`src/design/fsp_pkg.sv`:
```
// Constants, register map and state types of the four-mode serial port.
// Assumes a 100 MHz core clock that also serves as the oscillator clock.
package fsp_pkg;
  // Register byte addresses
  localparam logic [7:0] ADDR_CTRL  = 8'h98;
  localparam logic [7:0] ADDR_DBUF  = 8'h9C;
  localparam logic [7:0] ADDR_AUX   = 8'hA0;
  // Control register bits
  localparam int B_MODE_HI = 7;
  localparam int B_MODE_LO = 6;
  localparam int B_FILT    = 5;
  localparam int B_REN     = 4;
  localparam int B_TB8     = 3;
  localparam int B_RB8     = 2;
  localparam int B_TI      = 1;
  localparam int B_RI      = 0;
  // Auxiliary register bits
  localparam int B_DBL     = 0;
  localparam int B_RCS     = 1;
  localparam int B_TCS     = 2;
  localparam int B_TXACT   = 4;
  localparam int B_RXACT   = 5;
  localparam logic [7:0] CTRL_RST = 8'h00;
  localparam logic [2:0] AUX_RST  = 3'h0;
  // Modes
  localparam logic [1:0] MODE_SHIFT = 2'h0;
  localparam logic [1:0] MODE_U8    = 2'h1;
  localparam logic [1:0] MODE_U9F   = 2'h2;
  localparam logic [1:0] MODE_U9V   = 2'h3;
  // Machine cycle phases, T1 = 0
  localparam logic [3:0] PH_T1  = 4'h0;
  localparam logic [3:0] PH_T4  = 4'h3;
  localparam logic [3:0] PH_T5  = 4'h4;
  localparam logic [3:0] PH_T10 = 4'h9;
  localparam logic [3:0] PH_T11 = 4'hA;
  localparam logic [3:0] PH_T12 = 4'hB;
  // Bit timing
  localparam logic [3:0] C16_LAST = 4'hF;
  localparam logic [3:0] SAMP_A   = 4'h7;
  localparam logic [3:0] SAMP_B   = 4'h8;
  localparam logic [3:0] SAMP_C   = 4'h9;
  localparam logic [1:0] M2_DIV_SLOW = 2'h3;
  localparam logic [1:0] M2_DIV_FAST = 2'h1;
  localparam logic [3:0] IDX_LAST_U8 = 4'h9;
  localparam logic [3:0] IDX_LAST_U9 = 4'hA;
  localparam logic [3:0] IDX_RX_LAST = 4'h9;
  localparam logic [8:0] RX0_INIT = 9'h1FE;
  localparam logic [8:0] RXU_INIT = 9'h1FF;
  localparam logic [8:0] TX0_DONE = 9'h001;
  // AXI responses
  localparam logic [1:0] RESP_OKAY   = 2'h0;
  localparam logic [1:0] RESP_SLVERR = 2'h2;
  // Gray-coded states
  typedef enum logic [1:0] {TX_IDLE = 2'h0, TX_ARM = 2'h1, TX_SEND = 2'h3, TX_FIN = 2'h2} fsp_tx_st_t;
  typedef enum logic [1:0] {RX_IDLE = 2'h0, RX_ARM = 2'h1, RX_BUSY = 2'h3} fsp_rx_st_t;
endpackage

```
`src/design/fsp_serial_port.sv`:
```
// Four-mode serial port with AXI4-Lite register access.
// Assumes all inputs synchronous to i_ref_clk; overflow inputs are one-cycle strobes.
`timescale 1ns/1ps
`default_nettype none
module fsp_serial_port (
  // Clock and reset
  input  wire logic        i_ref_clk,
  input  wire logic        i_rst_n,
  // AXI4-Lite write
  input  wire logic [7:0]  i_awaddr,
  input  wire logic        i_awvalid,
  output logic             o_awready,
  input  wire logic [31:0] i_wdata,
  input  wire logic [3:0]  i_wstrb,
  input  wire logic        i_wvalid,
  output logic             o_wready,
  output logic [1:0]       o_bresp,
  output logic             o_bvalid,
  input  wire logic        i_bready,
  // AXI4-Lite read
  input  wire logic [7:0]  i_araddr,
  input  wire logic        i_arvalid,
  output logic             o_arready,
  output logic [31:0]      o_rdata,
  output logic [1:0]       o_rresp,
  output logic             o_rvalid,
  input  wire logic        i_rready,
  // Timer overflow strobes
  input  wire logic        i_tmr1_ovf,
  input  wire logic        i_tmr2_ovf,
  // Serial pins
  input  wire logic        i_port_three_bit_zero,
  output logic             o_port_three_bit_zero,
  output logic             o_port_three_bit_zero_oe_n,
  output logic             o_port_three_bit_one,
  // Interrupt request
  output logic             o_irq
);

  ////////////////////////////////////////////////////////////////////////////
  // State
  typedef struct packed {
    logic                awrdy;
    logic                wrdy;
    logic                aw_hold;
    logic                w_hold;
    logic [7:0]          awaddr;
    logic [7:0]          wdata;
    logic                wstb;
    logic                bvalid;
    logic [1:0]          bresp;
    logic                arrdy;
    logic                rvalid;
    logic [7:0]          rdata;
    logic [1:0]          rresp;
    logic [7:0]          ctrl;
    logic [7:0]          rbuf;
    logic [2:0]          aux;
    logic [3:0]          phase;
    logic [1:0]          mdiv;
    logic                half1;
    logic                half2;
    fsp_pkg::fsp_tx_st_t tx_st;
    logic [3:0]          tx_c16;
    logic [9:0]          tsr;
    logic [3:0]          tx_idx;
    logic                m0w;
    fsp_pkg::fsp_rx_st_t rx_st;
    logic [3:0]          rx_c16;
    logic [8:0]          rsr;
    logic [3:0]          rx_idx;
    logic                rx_prev;
    logic [1:0]          votes;
    logic                samp;
    logic                txd;
    logic                rxo;
    logic                rxoe_n;
    logic                irq;
  } fsp_state_t;

  fsp_state_t s_q;
  fsp_state_t s_d;

  logic [1:0] mode;
  logic       wr_go;
  logic       wr_ctrl;
  logic       wr_dbuf;
  logic       m2_tick;
  logic       t1_tick;
  logic       t2_tick;
  logic       rx_tick;
  logic       tx_tick;
  logic       tx_bit;
  logic       maj;
  logic       rxd;
  logic       shclk;
  logic [3:0] tx_last;
  logic [8:0] rsr_sh;

  assign mode = s_q.ctrl[fsp_pkg::B_MODE_HI:fsp_pkg::B_MODE_LO];
  assign rxd  = i_port_three_bit_zero;

  ////////////////////////////////////////////////////////////////////////////
  // Next-state logic
  always_comb begin
    s_d = s_q;
    // Bus write decode
    wr_go   = s_q.aw_hold && s_q.w_hold && !s_q.bvalid;
    wr_ctrl = wr_go && s_q.wstb && (s_q.awaddr == fsp_pkg::ADDR_CTRL);
    wr_dbuf = wr_go && s_q.wstb && (s_q.awaddr == fsp_pkg::ADDR_DBUF);
    // Rate ticks
    m2_tick = s_q.ctrl[fsp_pkg::B_MODE_HI] && !s_q.ctrl[fsp_pkg::B_MODE_LO] &&
              (s_q.mdiv == (s_q.aux[fsp_pkg::B_DBL] ? fsp_pkg::M2_DIV_FAST : fsp_pkg::M2_DIV_SLOW));
    t1_tick = i_tmr1_ovf && (s_q.aux[fsp_pkg::B_DBL] || s_q.half1);
    t2_tick = i_tmr2_ovf && (s_q.aux[fsp_pkg::B_DBL] || s_q.half2);
    rx_tick = (mode == fsp_pkg::MODE_U9F) ? m2_tick :
              (s_q.aux[fsp_pkg::B_RCS] ? t2_tick : t1_tick);
    tx_tick = (mode == fsp_pkg::MODE_U9F) ? m2_tick :
              (s_q.aux[fsp_pkg::B_TCS] ? t2_tick : t1_tick);
    tx_bit  = tx_tick && (s_q.tx_c16 == fsp_pkg::C16_LAST);
    tx_last = (mode == fsp_pkg::MODE_U8) ? fsp_pkg::IDX_LAST_U8 : fsp_pkg::IDX_LAST_U9;
    maj     = s_q.votes[1] || (s_q.votes[0] && rxd);
    rsr_sh  = {s_q.rsr[7:0], s_q.samp};

    // AXI write channel
    if (i_awvalid && s_q.awrdy) begin
      s_d.aw_hold = 1'b1;
      s_d.awaddr  = i_awaddr;
    end
    if (i_wvalid && s_q.wrdy) begin
      s_d.w_hold = 1'b1;
      s_d.wdata  = i_wdata[7:0];
      s_d.wstb   = i_wstrb[0];
    end
    if (wr_go) begin
      s_d.aw_hold = 1'b0;
      s_d.w_hold  = 1'b0;
      s_d.bvalid  = 1'b1;
      s_d.bresp   = (s_q.awaddr == fsp_pkg::ADDR_CTRL || s_q.awaddr == fsp_pkg::ADDR_DBUF ||
                     s_q.awaddr == fsp_pkg::ADDR_AUX) ? fsp_pkg::RESP_OKAY : fsp_pkg::RESP_SLVERR;
      if (wr_ctrl) begin
        s_d.ctrl = s_q.wdata;
      end
      if (s_q.wstb && s_q.awaddr == fsp_pkg::ADDR_AUX) begin
        s_d.aux = s_q.wdata[2:0];
      end
    end else if (s_q.bvalid && i_bready) begin
      s_d.bvalid = 1'b0;
    end
    s_d.awrdy = !s_d.aw_hold;
    s_d.wrdy  = !s_d.w_hold;

    // AXI read channel
    if (i_arvalid && s_q.arrdy) begin
      s_d.rvalid = 1'b1;
      s_d.rresp  = fsp_pkg::RESP_OKAY;
      unique case (i_araddr)
        fsp_pkg::ADDR_CTRL: s_d.rdata = s_q.ctrl;
        fsp_pkg::ADDR_DBUF: s_d.rdata = s_q.rbuf;
        fsp_pkg::ADDR_AUX:  s_d.rdata = {2'h0, s_q.rx_st != fsp_pkg::RX_IDLE,
                                         s_q.tx_st != fsp_pkg::TX_IDLE, 1'b0, s_q.aux};
        default: begin
          s_d.rdata = 8'h00;
          s_d.rresp = fsp_pkg::RESP_SLVERR;
        end
      endcase
    end else if (s_q.rvalid && i_rready) begin
      s_d.rvalid = 1'b0;
    end
    s_d.arrdy = !s_d.rvalid;

    // Machine cycle phase and rate dividers
    s_d.phase = (s_q.phase == fsp_pkg::PH_T12) ? fsp_pkg::PH_T1 : s_q.phase + 4'h1;
    s_d.mdiv  = m2_tick ? 2'h0 : s_q.mdiv + 2'h1;
    s_d.half1 = s_q.half1 ^ i_tmr1_ovf;
    s_d.half2 = s_q.half2 ^ i_tmr2_ovf;
    if (tx_tick) begin
      s_d.tx_c16 = s_q.tx_c16 + 4'h1;
    end

    ////////////////////////////////////////////////////////////////////////
    // Transmitter
    if (wr_dbuf) begin
      // Buffer write loads data and requests a frame in any mode
      s_d.tx_st = fsp_pkg::TX_ARM;
      s_d.m0w   = 1'b0;
      unique case (mode)
        fsp_pkg::MODE_SHIFT: s_d.tsr = {2'h1, s_q.wdata};
        fsp_pkg::MODE_U8:    s_d.tsr = {2'h1, s_q.wdata};
        default:             s_d.tsr = {1'b1, s_q.ctrl[fsp_pkg::B_TB8], s_q.wdata};
      endcase
    end else begin
      unique case (s_q.tx_st)
        fsp_pkg::TX_IDLE: ;
        fsp_pkg::TX_ARM: begin
          if (mode == fsp_pkg::MODE_SHIFT) begin
            // One full machine cycle passes before sending
            if (s_q.phase == fsp_pkg::PH_T1) begin
              s_d.m0w = 1'b1;
              if (s_q.m0w) begin
                s_d.tx_st = fsp_pkg::TX_SEND;
              end
            end
          end else if (tx_bit) begin
            s_d.tx_st  = fsp_pkg::TX_SEND;
            s_d.tx_idx = 4'h0;
          end
        end
        fsp_pkg::TX_SEND: begin
          if (mode == fsp_pkg::MODE_SHIFT) begin
            if (s_q.phase == fsp_pkg::PH_T12) begin
              s_d.tsr = {1'b0, s_q.tsr[9:1]};
              if (s_q.tsr[9:1] == fsp_pkg::TX0_DONE) begin
                s_d.tx_st = fsp_pkg::TX_FIN;
              end
            end
          end else if (tx_bit) begin
            if (s_q.tx_idx == tx_last) begin
              s_d.tx_st = fsp_pkg::TX_IDLE;
              s_d.ctrl[fsp_pkg::B_TI] = 1'b1;
            end else begin
              s_d.tx_idx = s_q.tx_idx + 4'h1;
              if (s_q.tx_idx != 4'h0) begin
                s_d.tsr = {1'b0, s_q.tsr[9:1]};
              end
            end
          end
        end
        fsp_pkg::TX_FIN: begin
          if (s_q.phase == fsp_pkg::PH_T1) begin
            s_d.tx_st = fsp_pkg::TX_IDLE;
            s_d.ctrl[fsp_pkg::B_TI] = 1'b1;
          end
        end
      endcase
    end

    ////////////////////////////////////////////////////////////////////////
    // Receiver
    if (rx_tick) begin
      s_d.rx_prev = rxd;
    end
    unique case (s_q.rx_st)
      fsp_pkg::RX_IDLE: begin
        if (s_q.ctrl[fsp_pkg::B_REN]) begin
          if (mode == fsp_pkg::MODE_SHIFT) begin
            if (!s_q.ctrl[fsp_pkg::B_RI]) begin
              s_d.rx_st = fsp_pkg::RX_ARM;
            end
          end else if (rx_tick && s_q.rx_prev && !rxd) begin
            s_d.rx_st  = fsp_pkg::RX_BUSY;
            s_d.rsr    = fsp_pkg::RXU_INIT;
            s_d.rx_c16 = 4'h0;
            s_d.rx_idx = 4'h0;
          end
        end
      end
      fsp_pkg::RX_ARM: begin
        if (mode != fsp_pkg::MODE_SHIFT || !s_q.ctrl[fsp_pkg::B_REN]) begin
          s_d.rx_st = fsp_pkg::RX_IDLE;
        end else if (s_q.phase == fsp_pkg::PH_T12) begin
          s_d.rsr   = fsp_pkg::RX0_INIT;
          s_d.rx_st = fsp_pkg::RX_BUSY;
        end
      end
      fsp_pkg::RX_BUSY: begin
        if (mode == fsp_pkg::MODE_SHIFT) begin
          if (s_q.phase == fsp_pkg::PH_T10) begin
            s_d.samp = rxd;
          end
          if (s_q.phase == fsp_pkg::PH_T12) begin
            s_d.rsr = rsr_sh;
            if (!s_q.rsr[7]) begin
              // Start zero lands on the left end with this shift
              s_d.rx_st = fsp_pkg::RX_IDLE;
              s_d.rbuf  = {<<{rsr_sh[7:0]}};    // First bit in is bit 0
              s_d.ctrl[fsp_pkg::B_RI] = 1'b1;
            end
          end
        end else if (rx_tick) begin
          s_d.rx_c16 = s_q.rx_c16 + 4'h1;
          if (s_q.rx_c16 == fsp_pkg::SAMP_A) begin
            s_d.votes = {1'b0, rxd};
          end else if (s_q.rx_c16 == fsp_pkg::SAMP_B) begin
            s_d.votes = s_q.votes + {1'b0, rxd};
          end else if (s_q.rx_c16 == fsp_pkg::SAMP_C) begin
            if (s_q.rx_idx == 4'h0) begin
              if (maj) begin
                s_d.rx_st = fsp_pkg::RX_IDLE;
              end
              s_d.rx_idx = 4'h1;
            end else begin
              s_d.rsr    = {maj, s_q.rsr[8:1]};
              s_d.rx_idx = s_q.rx_idx + 4'h1;
              if (s_q.rx_idx == fsp_pkg::IDX_RX_LAST) begin
                // Frame end: store only if flag clear and filter passes
                s_d.rx_st = fsp_pkg::RX_IDLE;
                if (!s_q.ctrl[fsp_pkg::B_RI] && (!s_q.ctrl[fsp_pkg::B_FILT] || maj)) begin
                  s_d.rbuf = s_q.rsr[8:1];
                  s_d.ctrl[fsp_pkg::B_RB8] = maj;
                  s_d.ctrl[fsp_pkg::B_RI]  = 1'b1;
                end
              end
            end
          end
        end
      end
      default: s_d.rx_st = fsp_pkg::RX_IDLE;
    endcase

    ////////////////////////////////////////////////////////////////////////
    // Pin and interrupt outputs
    shclk = (s_d.phase >= fsp_pkg::PH_T11) || (s_d.phase <= fsp_pkg::PH_T4);
    if (mode == fsp_pkg::MODE_SHIFT) begin
      s_d.txd    = ((s_d.tx_st == fsp_pkg::TX_SEND) || (s_d.tx_st == fsp_pkg::TX_FIN) ||
                    (s_d.rx_st == fsp_pkg::RX_BUSY)) ? shclk : 1'b1;
      s_d.rxoe_n = !((s_d.tx_st == fsp_pkg::TX_SEND) || (s_d.tx_st == fsp_pkg::TX_FIN));
      s_d.rxo    = s_d.tsr[0];
    end else begin
      s_d.txd    = (s_d.tx_st != fsp_pkg::TX_SEND) ? 1'b1 :
                   ((s_d.tx_idx == 4'h0) ? 1'b0 : s_d.tsr[0]);
      s_d.rxoe_n = 1'b1;
      s_d.rxo    = 1'b1;
    end
    s_d.irq = s_q.ctrl[fsp_pkg::B_TI] || s_q.ctrl[fsp_pkg::B_RI];
  end

  ////////////////////////////////////////////////////////////////////////////
  // State register
  always_ff @(posedge i_ref_clk or negedge i_rst_n) begin
    if (!i_rst_n) begin
      s_q        <= '0;
      s_q.awrdy  <= 1'b1;
      s_q.wrdy   <= 1'b1;
      s_q.arrdy  <= 1'b1;
      s_q.ctrl   <= fsp_pkg::CTRL_RST;
      s_q.aux    <= fsp_pkg::AUX_RST;
      s_q.tx_st  <= fsp_pkg::TX_IDLE;
      s_q.rx_st  <= fsp_pkg::RX_IDLE;
      s_q.txd    <= 1'b1;
      s_q.rxo    <= 1'b1;
      s_q.rxoe_n <= 1'b1;
    end else begin
      s_q <= s_d;
    end
  end

  // Outputs straight from the state register
  assign o_awready                  = s_q.awrdy;
  assign o_wready                   = s_q.wrdy;
  assign o_bresp                    = s_q.bresp;
  assign o_bvalid                   = s_q.bvalid;
  assign o_arready                  = s_q.arrdy;
  assign o_rdata                    = {24'h000000, s_q.rdata};
  assign o_rresp                    = s_q.rresp;
  assign o_rvalid                   = s_q.rvalid;
  assign o_port_three_bit_one       = s_q.txd;
  assign o_port_three_bit_zero      = s_q.rxo;
  assign o_port_three_bit_zero_oe_n = s_q.rxoe_n;
  assign o_irq                      = s_q.irq;
endmodule
`default_nettype wire

```
`config.mk`:
```
export PLATFORM = sky130hd
export DESIGN_NAME = fsp_serial_port
export DESIGN_NICKNAME = d
export VERILOG_FILES = /design/src/design/fsp_pkg.sv /design/src/design/fsp_serial_port.sv
export SDC_FILE = /design/constraint.sdc
export NUM_CORES = 1
export LEC_CHECK = 0
export BUFFER_PORTS_ARGS = -buffer_cell sky130_fd_sc_hd__buf_2
export CAP_MARGIN = 40
export CELL_PAD_IN_SITES_DETAIL_PLACEMENT = 0
export CELL_PAD_IN_SITES_GLOBAL_PLACEMENT = 1
export CORE_ASPECT_RATIO = 0.7
export CORE_MARGIN = 3
export CORE_UTILIZATION = 43
export DETAILED_ROUTE_END_ITERATION = 16
export PLACE_DENSITY_LB_ADDON = 0.1
export SLEW_MARGIN = 10
export SYNTH_ARGS = -nofsm -noshare
export SYNTH_HDL_FRONTEND = slang
export SYNTH_SLANG_ARGS = --single-unit
```
`constraint.sdc`:
```
create_clock -name i_ref_clk -period 3.05 [get_ports i_ref_clk]
set_input_delay 0.1525 -clock i_ref_clk [delete_from_list [all_inputs] [get_ports i_ref_clk]]
set_output_delay 0.1525 -clock i_ref_clk [all_outputs]
set_load 0.01 [all_outputs]
```
Yosys cells after proc, flatten, opt, wreduce, memory -nomap -nowiden --
Cells that the tools add are included.
Storage, ports and cells: register bits 111, output and inout bits 45, input bits 62, word-level logic and storage cells 289
Cells by class: add/subtract/negate cells 7, reductions and logical operators 76, eq/ne operators 50, bitwise operators 3, multiplexer cells 113, magnitude comparators 2
Operators with widths (number):
- 2-to-1 mux 9 bit | 16
- 2-to-1 mux 2 bit | 32
- 2-to-1 mux 10 bit | 6
- 2-to-1 mux 19 bit | 3
- == test 8 bit (second input constant) | 6
- 2-to-1 mux 13 bit | 3
- 2-to-1 mux 4 bit | 8
- 2-to-1 mux 1 bit | 31
- inequality test 2 bit (second input constant) | 15
- 2-to-1 mux 14 bit | 2
- nonzero test 2 bit | 14
- case mux 9 bit (3 select lines) | 1
- == test 4 bit (second input constant) | 6
- case mux 4 bit (2 select lines) | 3
- case mux 8 bit (3 select lines) | 1
- adder 4 x 1 -> 4 bit (second input constant) | 5
- logical AND 1 bit | 20
- inequality test 3 bit (second input constant) | 6
- 2-to-1 mux 17 bit | 1
- == test 2 bit (second input constant) | 7
- logical NOT 4 bit | 3
- case mux 2 bit (3 select lines) | 2
- AND reduction 12 bit | 1
- logical OR 1 bit | 11
- 28 further kinds | 48

Depth between registers and ports, before layout --
Gate-level depths: netlist (run 1).
depth after elaboration 15, mapped depth 10, depth with buffers taken out 10

Worst setup path before layout (run 1) --
OpenSTA, ideal clock, no wires.
path type register -> register, start register s_q[100] (netlist name), end register s_q (netlist bit o_port_three_bit_one), buffers on the path 0, setup slack 709 ps, cell stages (with the launch flop) 9, arrival time 2264 ps, cells stage by stage dfrtp_1 -> or4b_4 -> or3_4 -> or3_4 -> nand3_2 -> nand3_1 -> o311ai_4 -> o31ai_2 -> a31oi_1
RTL lines:
- start, declared | RTL line fsp_serial_port.sv:81 | fsp_state_t s_q;

==> key figures, run 1 <==
Power
  – Leakage: 2.88 nW
  – VDD IR max: between 300 and 400 uV
  – Design Power: 3.97 mW
  – Cell area power density: 612 nW/um^2

Finish
  – Share of cells above drive strength 1: 22.3%
  – Final core occ: 50.8%
  – Area delta synth->final: 12.1%
  – Diodes inserted: 0
  – Nets@finish: 690
  – Layout Cells excl Fill: 781
  – Design Area, Final: between 6000 and 7000 um^2

Drt
  – DR DRC count: 0
  – Vias per cell: 5.34
  – WL/cell: 17.0 um
  – Detailed-route wire length: 13,300 um
  – Initial DRC Count: 257
  – ANT nets after route: 0
  – TritonRoute pass-1 iters: 4
  – Via Count: approximately 4,200

Setup path
  – Req. time, crit path: 3.32 ns
  – Startpoint types: register
  – Crit path kind: reg2reg
  – Arr. time, crit path: between 2 and 3 ns
  – Crit-path max FO: 7
  – Worst setup EP type: register

Floorplanning
  – Die Y: 103 um
  – Die area: 14,900 um^2
  – Site Rows: 34
  – Die width: 145 um
  – Initial Util: a little under half
  – Ports: 107
  – Core area: between 10,000 and 15,000 um^2

Synthesis
  – Ys async rst share: 100%
  – Syn Area/Cell: 10.3 um^2
  – Yosys warnings: 0
  – Top-count cell post-synth: dfrtp_1
  – Gate Count Post-Synth: 561
  – Post-synth cell types: 67
  – Yosys top cell by area: dfrtp_1
  – Area of the mapped netlist: between 5000 and 6000 um^2
  – List of most frequent post-synthesis cells: dfrtp_1 (103), nand2_1 (57), o21ai_0 (44), buf_4 (36)
  – Post-synthesis register bit count: 109
  – Synth top area cells: dfrtp_1 (45%), mux2_2 (5.8%), mux2i_1 (5.2%)
  – Post-synth EDFFs: 0
  – Post-synth top flop: dfrtp_1
  – Post-synth top area share: between 40% and 50%
  – Seq/Total Area, Yosys: between 40% and 50%

STA
  – Maximum clock frequency: ~380 MHz
  – Final Max Tran Viols: 0
  – Fin crit period: 2.64 ns
  – Final Setup Violations: 0
  – Slew @ Worst Pin: roughly 0.75 ns
  – Smallest hold slack: 0.0143 ns
  – Setup TNS: 0 ns
  – Final Hold Viols: 0
  – RSZ-0062 raised after global routing: no
  – Period Utilization, post-route: 86.5%
  – Worst Skew: 0.0106 ns
  – Worst slew margin: 50.3%
  – Worst setup margin: 0.411 ns

Clocking
  – Sinks on Clock Net: 109
  – Worst-path clk slew: 0.08 ns
  – Hold-fix buffers, CTS: 4
  – Longest Clk Path Bufs: 2
  – CTS tree: yes
  – # resized after CTS: 0
  – Root Buffer: clkbuf_16
  – Later-pin clock latency in the skew report: between 0.3 and 0.4 ns
  – Post-CTS Setup Bufs: 0
  – H-Tree Level Count: 3
  – CTS Buf Count: 9

Run
  – Max cap viols: 0

Placed design
  – RD Place Congestion: 0.781
  – Inst Count DP: 761
  – Area after DPL: just over 6000 um^2
  – Post-DP HPWL: 9820 um
  – Port bufs: 53
  – Post-Place Setup Slack: 0.428 ns

Global route
  – Congestion Overflow GR: 0
  – Gr usage total: 18.7%
  – Initial antenna violation count: 0
  – Pin count of the biggest net entering global routing: 56
  – Vias in the first global route: 4,101
  – First-pass GRT wire length: 21,600 um

Run status
  – Run status: finished clean

Worst hold path
  – Min-delay worst type: in2reg
## worst paths after layout
path	startpoint	to	slack, ns	cells after the start
worst max register to register	s_q[58]$_DFFE_PN0P_	o_port_three_bit_one$_DFF_PN1_	0.41	8
worst min-delay path	i_wdata[0]	s_q[91]$_DFFE_PN0P_	0.01	3
max in group asynchronous	i_rst_n	mode[1]$_DFFE_PN0P_	1.86	3
worst max-delay path	s_q[58]$_DFFE_PN0P_	o_port_three_bit_one$_DFF_PN1_	0.41	8
worst min register to register	o_rdata[2]$_DFFE_PN0P_	o_rdata[2]$_DFFE_PN0P_	0.48	2
min in group asynchronous	i_rst_n	s_q[99]$_DFFE_PN0P_	0.39	2
## kinds of logic after synthesis
kind of cell / Yosys count / synth area share, %
and+or+nand+nor: 155 / 14.3
other: 1 / 0.0649
buffers and inverters: 80 / 7.62
muxes: 64 / 11.8
adders and majority gates: 14 / 3.03
DFF: 109 / 47.3
AOI/OAI and AO/OA: 128 / 14.3
xor gates and xnor gates: 10 / 1.51
## metal layers
| metal | global-route usage [%] | up-vias | wire [um] |
|---|---|---|---|
| li1 | - | 2030 | - |
| met1 | 29.5 | 2032 | 7280 |
| met2 | 26.4 | 100 | 5240 |
| met3 | 3.71 | 11 | 650 |
| met4 | 4.09 | 0 | 112 |
| met5 | 0 | - | 0 |
## placed cells by master, fill, tap and decap left out, types with 7 or more instances in the layout
| cell | synthesis | layout |
|---|---|---|
| o31ai_1 | 7 | 7 |
| clkbuf_16 | 0 | 9 |
| conb_1 | 1 | 26 |
| o21ai_0 | 44 | 44 |
| nor2_1 | 27 | 27 |
| inv_1 | 29 | 29 |
| nor3_1 | 7 | 7 |
| ha_1 | 14 | 14 |
| mux2i_1 | 30 | 30 |
| mux2_2 | 30 | 30 |
| buf_4 | 36 | 11 |
| buf_2 | 4 | 52 |
| dfrtp_1 | 103 | 103 |
| a22oi_1 | 8 | 8 |
| o21ai_1 | 12 | 12 |
| nor2b_1 | 7 | 7 |
| a21oi_1 | 26 | 26 |
| nand2_1 | 57 | 57 |
| nand3_1 | 8 | 8 |
## critical path, cell delays in order, from the launching register on
cell and delay [ns]:
dfrtp_1 0.44, mux2i_1 0.15, a211o_1 0.39, a2111oi_4 0.59, nand3_2 0.24, o21ai_1 0.22, o221ai_1 0.15, o31ai_2 0.23
a31oi_1 0.13
## cell type report
type | count | area, um^2
Clock buffer | 9 | 225
Timing Repair Buffer | 68 | 403
Fill cell | 1194 | 6280
Multi-Input combinational cell | 397 | 2700
Sequential cell | 109 | 2740
Tap cell | 162 | 203
Inverter | 29 | 109
Clock inverter | 7 | 106
## state kept, by name (all words and copies together) (netlist names)
signal,cells
o_arready,1
o_irq,1
rsr_sh,9
mode,2
o_rvalid,1
o_awready,1
o_rresp,1
o_wready,1
s_q,79
o_port_three_bit_zero_oe_n,1
o_bvalid,1
o_bresp,1
o_port_three_bit_one,1
o_rdata,8
o_port_three_bit_zero,1
## where the power goes
group / switching (mW) / internal [mW]
clock network: 0.576 / 0.734
registers: 0.228 / 1.72
logic: 0.378 / 0.338
total: 1.18 / 2.79
Note: power is estimated with default switching activity, not from simulation.
==> inputs of run 2 (changes only) <==
==> constraint.sdc (replaced) <==
create_clock -name i_ref_clk -period 3.05 [get_ports i_ref_clk]
set_input_delay 0.61 -clock i_ref_clk [delete_from_list [all_inputs] [get_ports i_ref_clk]]
set_output_delay 0.61 -clock i_ref_clk [all_outputs]
set_load 0.01 [all_outputs]
==> run 2 against run 1 <==
  * Count of clock-buffer cells in the layout is 1 higher
  * Final cell count is 0.77% lower
  * Sequential power hardly changed
  * Die area stayed put
  * Sequential cell count stayed put
  * Register-to-register slack worse by 0.05 ns
  * Via count is 0.67% lower
  * Core utilization is 0.42 points lower
  * First-iteration DRC count is 3.1% higher
==> key figures, run 2 (synthesis gave the netlist of run 1 again) <==
Finish
  – Most common cell after layout, fill and taps aside: dfrtp_1
  – Fill count: 1,184
  – Final core occ: 50.4%
  – Diodes inserted: 0
  – Area delta synth->final: 11.2%
  – Largest Register: s_q
  – Layout Cells excl Fill: 775
  – Max reg flops: between 70 and 80
  – Share of cells above drive strength 1: 22.2%
  – Nets@finish: 684
  – Most frequent cells in the layout: dfrtp_1 (103), nand2_1 (57), buf_2 (52)

Global route
  – Pin count of the biggest net entering global routing: 50
  – Gr usage total: 18.2%
  – GR Util met1: around 30%
  – First-pass GRT wire length: about 21,000 um
  – Congestion Overflow GR: 0
  – Vias in the first global route: 3,965
  – Grt met3 use: 3.52%
  – Initial antenna violation count: 0
  – GR Util met2: ~25%
  – GR peak layer: met1

Placed design
  – Post-DP HPWL: 9810 um
  – RD Place Congestion: around 0.79
  – Inst Count DP: 759
  – Port bufs: 53

Drt
  – ANT nets after route: 0
  – Detailed-route wire length: 13,100 um
  – DR DRC count: 0
  – Via Count: 4,145
  – Vias per cell: around 5.3
  – Initial DRC Count: 265
  – TritonRoute pass-1 iters: 6
  – WL/cell: approximately 17 um

STA
  – Slew @ Worst Pin: 0.669 ns
  – RSZ-0062 raised after global routing: no
  – Period Utilization, post-route: 88.0%
  – Maximum clock frequency: 372 MHz
  – Final Max Tran Viols: 0
  – Fin crit period: roughly 2.7 ns
  – Worst Skew: 0.00840 ns
  – Final Hold Viols: 0
  – Setup TNS: 0 ns
  – Final Setup Violations: 0
  – Worst slew margin: 55.4%

Power
  – Combinational power share: ~18%
  – Switch Pwr: 1.14 mW
  – Switching Share: about 29%
  – Cell area power density: 614 nW/um^2
  – Clock power share: between 30% and 40%
  – Leakage: 2.85 nW
  – Internal power: between 2 and 3 mW
  – VDD IR max: 280 uV
  – Register share of total power: 49.0%

Clocking
  – H-Tree Level Count: 3
  – Later-pin clock latency in the skew report: about 0.34 ns
  – CTS Buf Count: 9
  – Worst-path clk slew: 0.08 ns
  – Sinks on Clock Net: 109
  – Post-CTS Setup Bufs: 0
  – # resized after CTS: 0
  – CTS tree: yes
  – Root Buffer: clkbuf_16
  – Hold-fix buffers, CTS: 0
  – Longest Clk Path Bufs: 2

Floorplanning
  – Core area: 12,800 um^2
  – Initial Util: 45.3%
  – Ports: 107
  – Die Y: 103 um
  – Site Rows: 34
  – Die area: roughly 15,000 um^2
  – Die width: 145 um

Setup path
  – Crit path launch: mode[1]$_DFFE_PN0P_
  – Arr. time, crit path: 2.94 ns
  – Startpoint types: register
  – Reg2reg path depth: 8
  – Worst setup EP type: register
  – R2R setup slack: 0.37 ns
  – Crit path kind: reg2reg
  – Crit path to: o_port_three_bit_one$_DFF_PN1_
  – Req. time, crit path: 3.31 ns
  – R2r endpoint: o_port_three_bit_one$_DFF_PN1_
  – R2r startpoint: mode[1]$_DFFE_PN0P_
  – Crit-path max FO: 7

Worst hold path
  – Min-delay worst type: in2async

Run status
  – Run status: finished clean

Run
  – Max cap viols: 0
-- run 2: power groups by stage --
stage	sequential (mW)	combinational [mW]	clock, mW
5_1_grt	1.97	0.807	1.39
4_1_cts	1.93	0.724	1.34
3_3_place_gp	1.95	0.698	0
6_report	1.93	0.716	1.30
2_1_floorplan	1.90	0.544	0
3_5_place_dp	1.96	0.723	0
-- run 2: how the worst min path moves through the flow --
stage                                 from                     end  cells after the start
finish                             i_rst_n     s_q[99]$_DFFE_PN0P_                      1
global route                       i_rst_n     s_q[99]$_DFFE_PN0P_                      1
CTS                                i_rst_n     s_q[99]$_DFFE_PN0P_                      1
detailed placement     s_q[45]$_DFFE_PN0P_     s_q[45]$_DFFE_PN0P_                      1
global placement    o_rdata[0]$_DFFE_PN0P_  o_rdata[0]$_DFFE_PN0P_                      2
floorplan                          i_rst_n     mode[0]$_DFFE_PN0P_                      0
-- run 2: final cells by class --
| cell class | instances | area [um^2] | area share (%) |
|---|---|---|---|
| clock buffer | 10 | 239 | 3.72 |
| clock inverter | 6 | 93.8 | 1.46 |
| inverter | 29 | 109 | 1.69 |
| multi-input combinational | 397 | 2700 | 42.0 |
| sequential | 109 | 2740 | 42.6 |
| tap | 162 | 203 | 3.15 |
| timing repair buffer | 62 | 348 | 5.41 |
-- run 2: through the flow --
| step | hold WS, ns | power, mW | cell area (um^2) | worst slack, ns |
|---|---|---|---|---|
| finish | 0.281 | 3.95 | 6430 | 0.365 |
| global placement | 0.457 | 2.65 | 6090 | 0.244 |
| global route | 0.331 | 4.16 | 6430 | 0.164 |
| CTS | 0.310 | 4.00 | 6430 | 0.361 |
| floorplan | 0.314 | 2.44 | 5880 | 0.656 |
| detailed placement | 0.463 | 2.68 | 6090 | 0.177 |
-- run 2: metal layers --
metal  share of wire, %  wire length [um]
met3                4.8               632
met1                 55              7250
met2                 39              5160
met5                  0                 0
met4               0.80               105
-- run 2: worst max-delay path, stage by stage (launching register included) --
cell and delay [ns]:
dfrtp_1 0.45, nor2b_1 0.21, a211o_1 0.33, a2111oi_4 0.59, nand3_2 0.25, o21ai_1 0.22
o221ai_1 0.17, o31ai_2 0.25, a31oi_1 0.12
==> inputs of run 3 (changes only) <==
--- a/config.mk
+++ b/config.mk
@@ -9,7 +9,6 @@
 export CAP_MARGIN = 40
 export CELL_PAD_IN_SITES_DETAIL_PLACEMENT = 0
 export CELL_PAD_IN_SITES_GLOBAL_PLACEMENT = 1
-export CORE_ASPECT_RATIO = 0.7
 export CORE_MARGIN = 3
 export CORE_UTILIZATION = 43
 export DETAILED_ROUTE_END_ITERATION = 16
==> constraint.sdc (replaced) <==
create_clock -name i_ref_clk -period 2.8 [get_ports i_ref_clk]
set_input_delay 0.56 -clock i_ref_clk [delete_from_list [all_inputs] [get_ports i_ref_clk]]
set_output_delay 0.56 -clock i_ref_clk [all_outputs]
set_load 0.01 [all_outputs]
==> run 3 against run 2 <==
  * Clock power up 10%
  * Critical path depth unchanged
  * Worst hold slack worse by 0.060 ns
  * First-iteration DRC count up 15%
  * Via count about the same
  * Final cell count up 2.3%
  * Clock skew up 0.0022 ns
  * Worst setup slack worse by 0.13 ns
  * Count of clock-buffer cells in the layout unchanged
  * Global-route usage about the same
==> key figures, run 3 (synthesis gave the netlist of run 1 again) <==
Power
  – Clock power share: 33.1%
  – Switching Share: 29.1%
  – Switch Pwr: 1.26 mW
  – Cell area power density: ~660 nW/um^2
  – Design Power: 4.31 mW
  – Combinational power share: approximately 18%
  – Register share of total power: 48.9%
  – VDD IR max: 352 uV
  – Internal power: 3.05 mW
  – Leakage: 2.88 nW

Drt
  – DR DRC count: 0
  – Vias per cell: 5.22
  – WL/cell: 16.3 um
  – ANT nets after route: 0
  – Detailed-route wire length: 12,900 um
  – Via Count: 4,142
  – Initial DRC Count: 305
  – TritonRoute pass-1 iters: 5

Clocking
  – Sinks on Clock Net: ~110
  – Later-pin clock latency in the skew report: 0.36 ns
  – # resized after CTS: 0
  – Longest Clk Path Bufs: 2
  – CTS Buf Count: 9
  – Worst-path clk slew: 0.08 ns
  – Hold-fix buffers, CTS: 0
  – CTS tree: yes
  – Root Buffer: clkbuf_16
  – Post-CTS Setup Bufs: 0
  – H-Tree Level Count: 3

Finish
  – Diodes inserted: 0
  – Final core occ: 50.4%
  – Share of cells above drive strength 1: between 20% and 30%
  – Largest Register: s_q
  – Most frequent cells in the layout: dfrtp_1 (103), nand2_1 (57), buf_2 (52)
  – Max reg flops: between 70 and 80
  – Layout Cells excl Fill: 793
  – Nets@finish: 692
  – Most common cell after layout, fill and taps aside: dfrtp_1
  – Area delta synth->final: 12.2%
  – Design Area, Final: 6490 um^2
  – FF+latch area: 2740 um^2
  – Area of the multi-input gates: 2700 um^2
  – Fill count: between 1,000 and 1,500

Global route
  – First-pass GRT wire length: 21,100 um
  – Congestion Overflow GR: 0
  – Gr usage total: 18.3%
  – Vias in the first global route: approximately 4,000
  – Initial antenna violation count: 0
  – Pin count of the biggest net entering global routing: 51

Floorplanning
  – Initial Util: 44.9%
  – Site Rows: 41
  – Die Y: about 120 um
  – Die area: 14,900 um^2
  – Core area: between 10,000 and 15,000 um^2
  – Die width: 122 um
  – Ports: between 100 and 150

STA
  – Maximum clock frequency: 389 MHz
  – Slew @ Worst Pin: 0.658 ns
  – RSZ-0062 raised after global routing: no
  – Final Setup Violations: 0
  – Smallest hold slack: 0.221 ns
  – Worst slew margin: 56.1%
  – Fin crit period: 2.57 ns
  – Setup TNS: 0 ns
  – Period Utilization, post-route: 91.7%
  – Final Hold Viols: 0
  – Worst Skew: 0.0106 ns
  – Worst setup margin: 0.232 ns
  – Final Max Tran Viols: 0

Setup path
  – Worst setup EP type: register
  – Startpoint types: register
  – Reg2reg path depth: 8
  – Req. time, crit path: 3.08 ns
  – Crit path kind: reg2reg
  – Crit-path max FO: 6
  – Arr. time, crit path: approximately 2.8 ns

Placed design
  – Area after DPL: roughly 6000 um^2
  – Inst Count DP: 777
  – RD Place Congestion: about 0.79
  – Post-DP HPWL: 9500 um
  – Port bufs: 53
  – Post-Place Setup Slack: 0.226 ns

Worst hold path
  – Min-delay worst type: in2async

Run status
  – Run status: finished clean

Run
  – Max cap viols: 0
[run 3: cell count changes in the layout (fill, tap and decap cells not counted), sizes merged]
cell and delta:
buf +8
[run 3: path summary, 6_finish.rpt]
path	from	slack [ns]	end
max	s_q[100]$_DFFE_PN0P_	0.23	o_port_three_bit_one$_DFF_PN1_
min reg2reg	o_rdata[3]$_DFFE_PN0P_	0.47	o_rdata[3]$_DFFE_PN0P_
min in group i_ref_clk	i_bready	0.38	o_bvalid$_DFFE_PN0P_
max reg2reg	s_q[100]$_DFFE_PN0P_	0.23	o_port_three_bit_one$_DFF_PN1_
max in group asynchronous	i_rst_n	1.82	o_awready$_DFF_PN1_
min	i_rst_n	0.22	mode[1]$_DFFE_PN0P_
[run 3: power by group through the flow]
stage                     registers [mW]  clock network [mW]  logic, mW
after detailed placement            2.14                   0      0.784
after floorplan                     2.07                   0      0.593
after global routing                2.15                1.53      0.882
final                               2.11                1.43      0.773
after CTS                           2.11                1.48      0.788
after global placement              2.13                   0      0.764
[run 3: critical path: stages (launching register included)]
cell	delay, ns
dfrtp_1	0.38
or4b_4	0.55
or3_4	0.43
or3_4	0.42
nand3_2	0.14
a21oi_1	0.06
o221ai_1	0.24
o31ai_2	0.10
a31oi_1	0.18
[run 3: cell type report]
cell class,instances,area share [%]
Clock inverter,6,1.45
Sequential cell,109,42.2
Inverter,29,1.68
Multi-Input combinational cell,397,41.6
Clock buffer,10,3.68
Tap cell,172,3.32
Timing Repair Buffer,70,6.09
[run 3: per-layer routing]
layer	wire, um	global-route usage, %	vias to the layer above
met4	190	5.53	0
met3	582	4.27	13
met1	6180	25.3	1998
li1	-	-	2026
met2	5960	28.7	105
met5	0	0	-
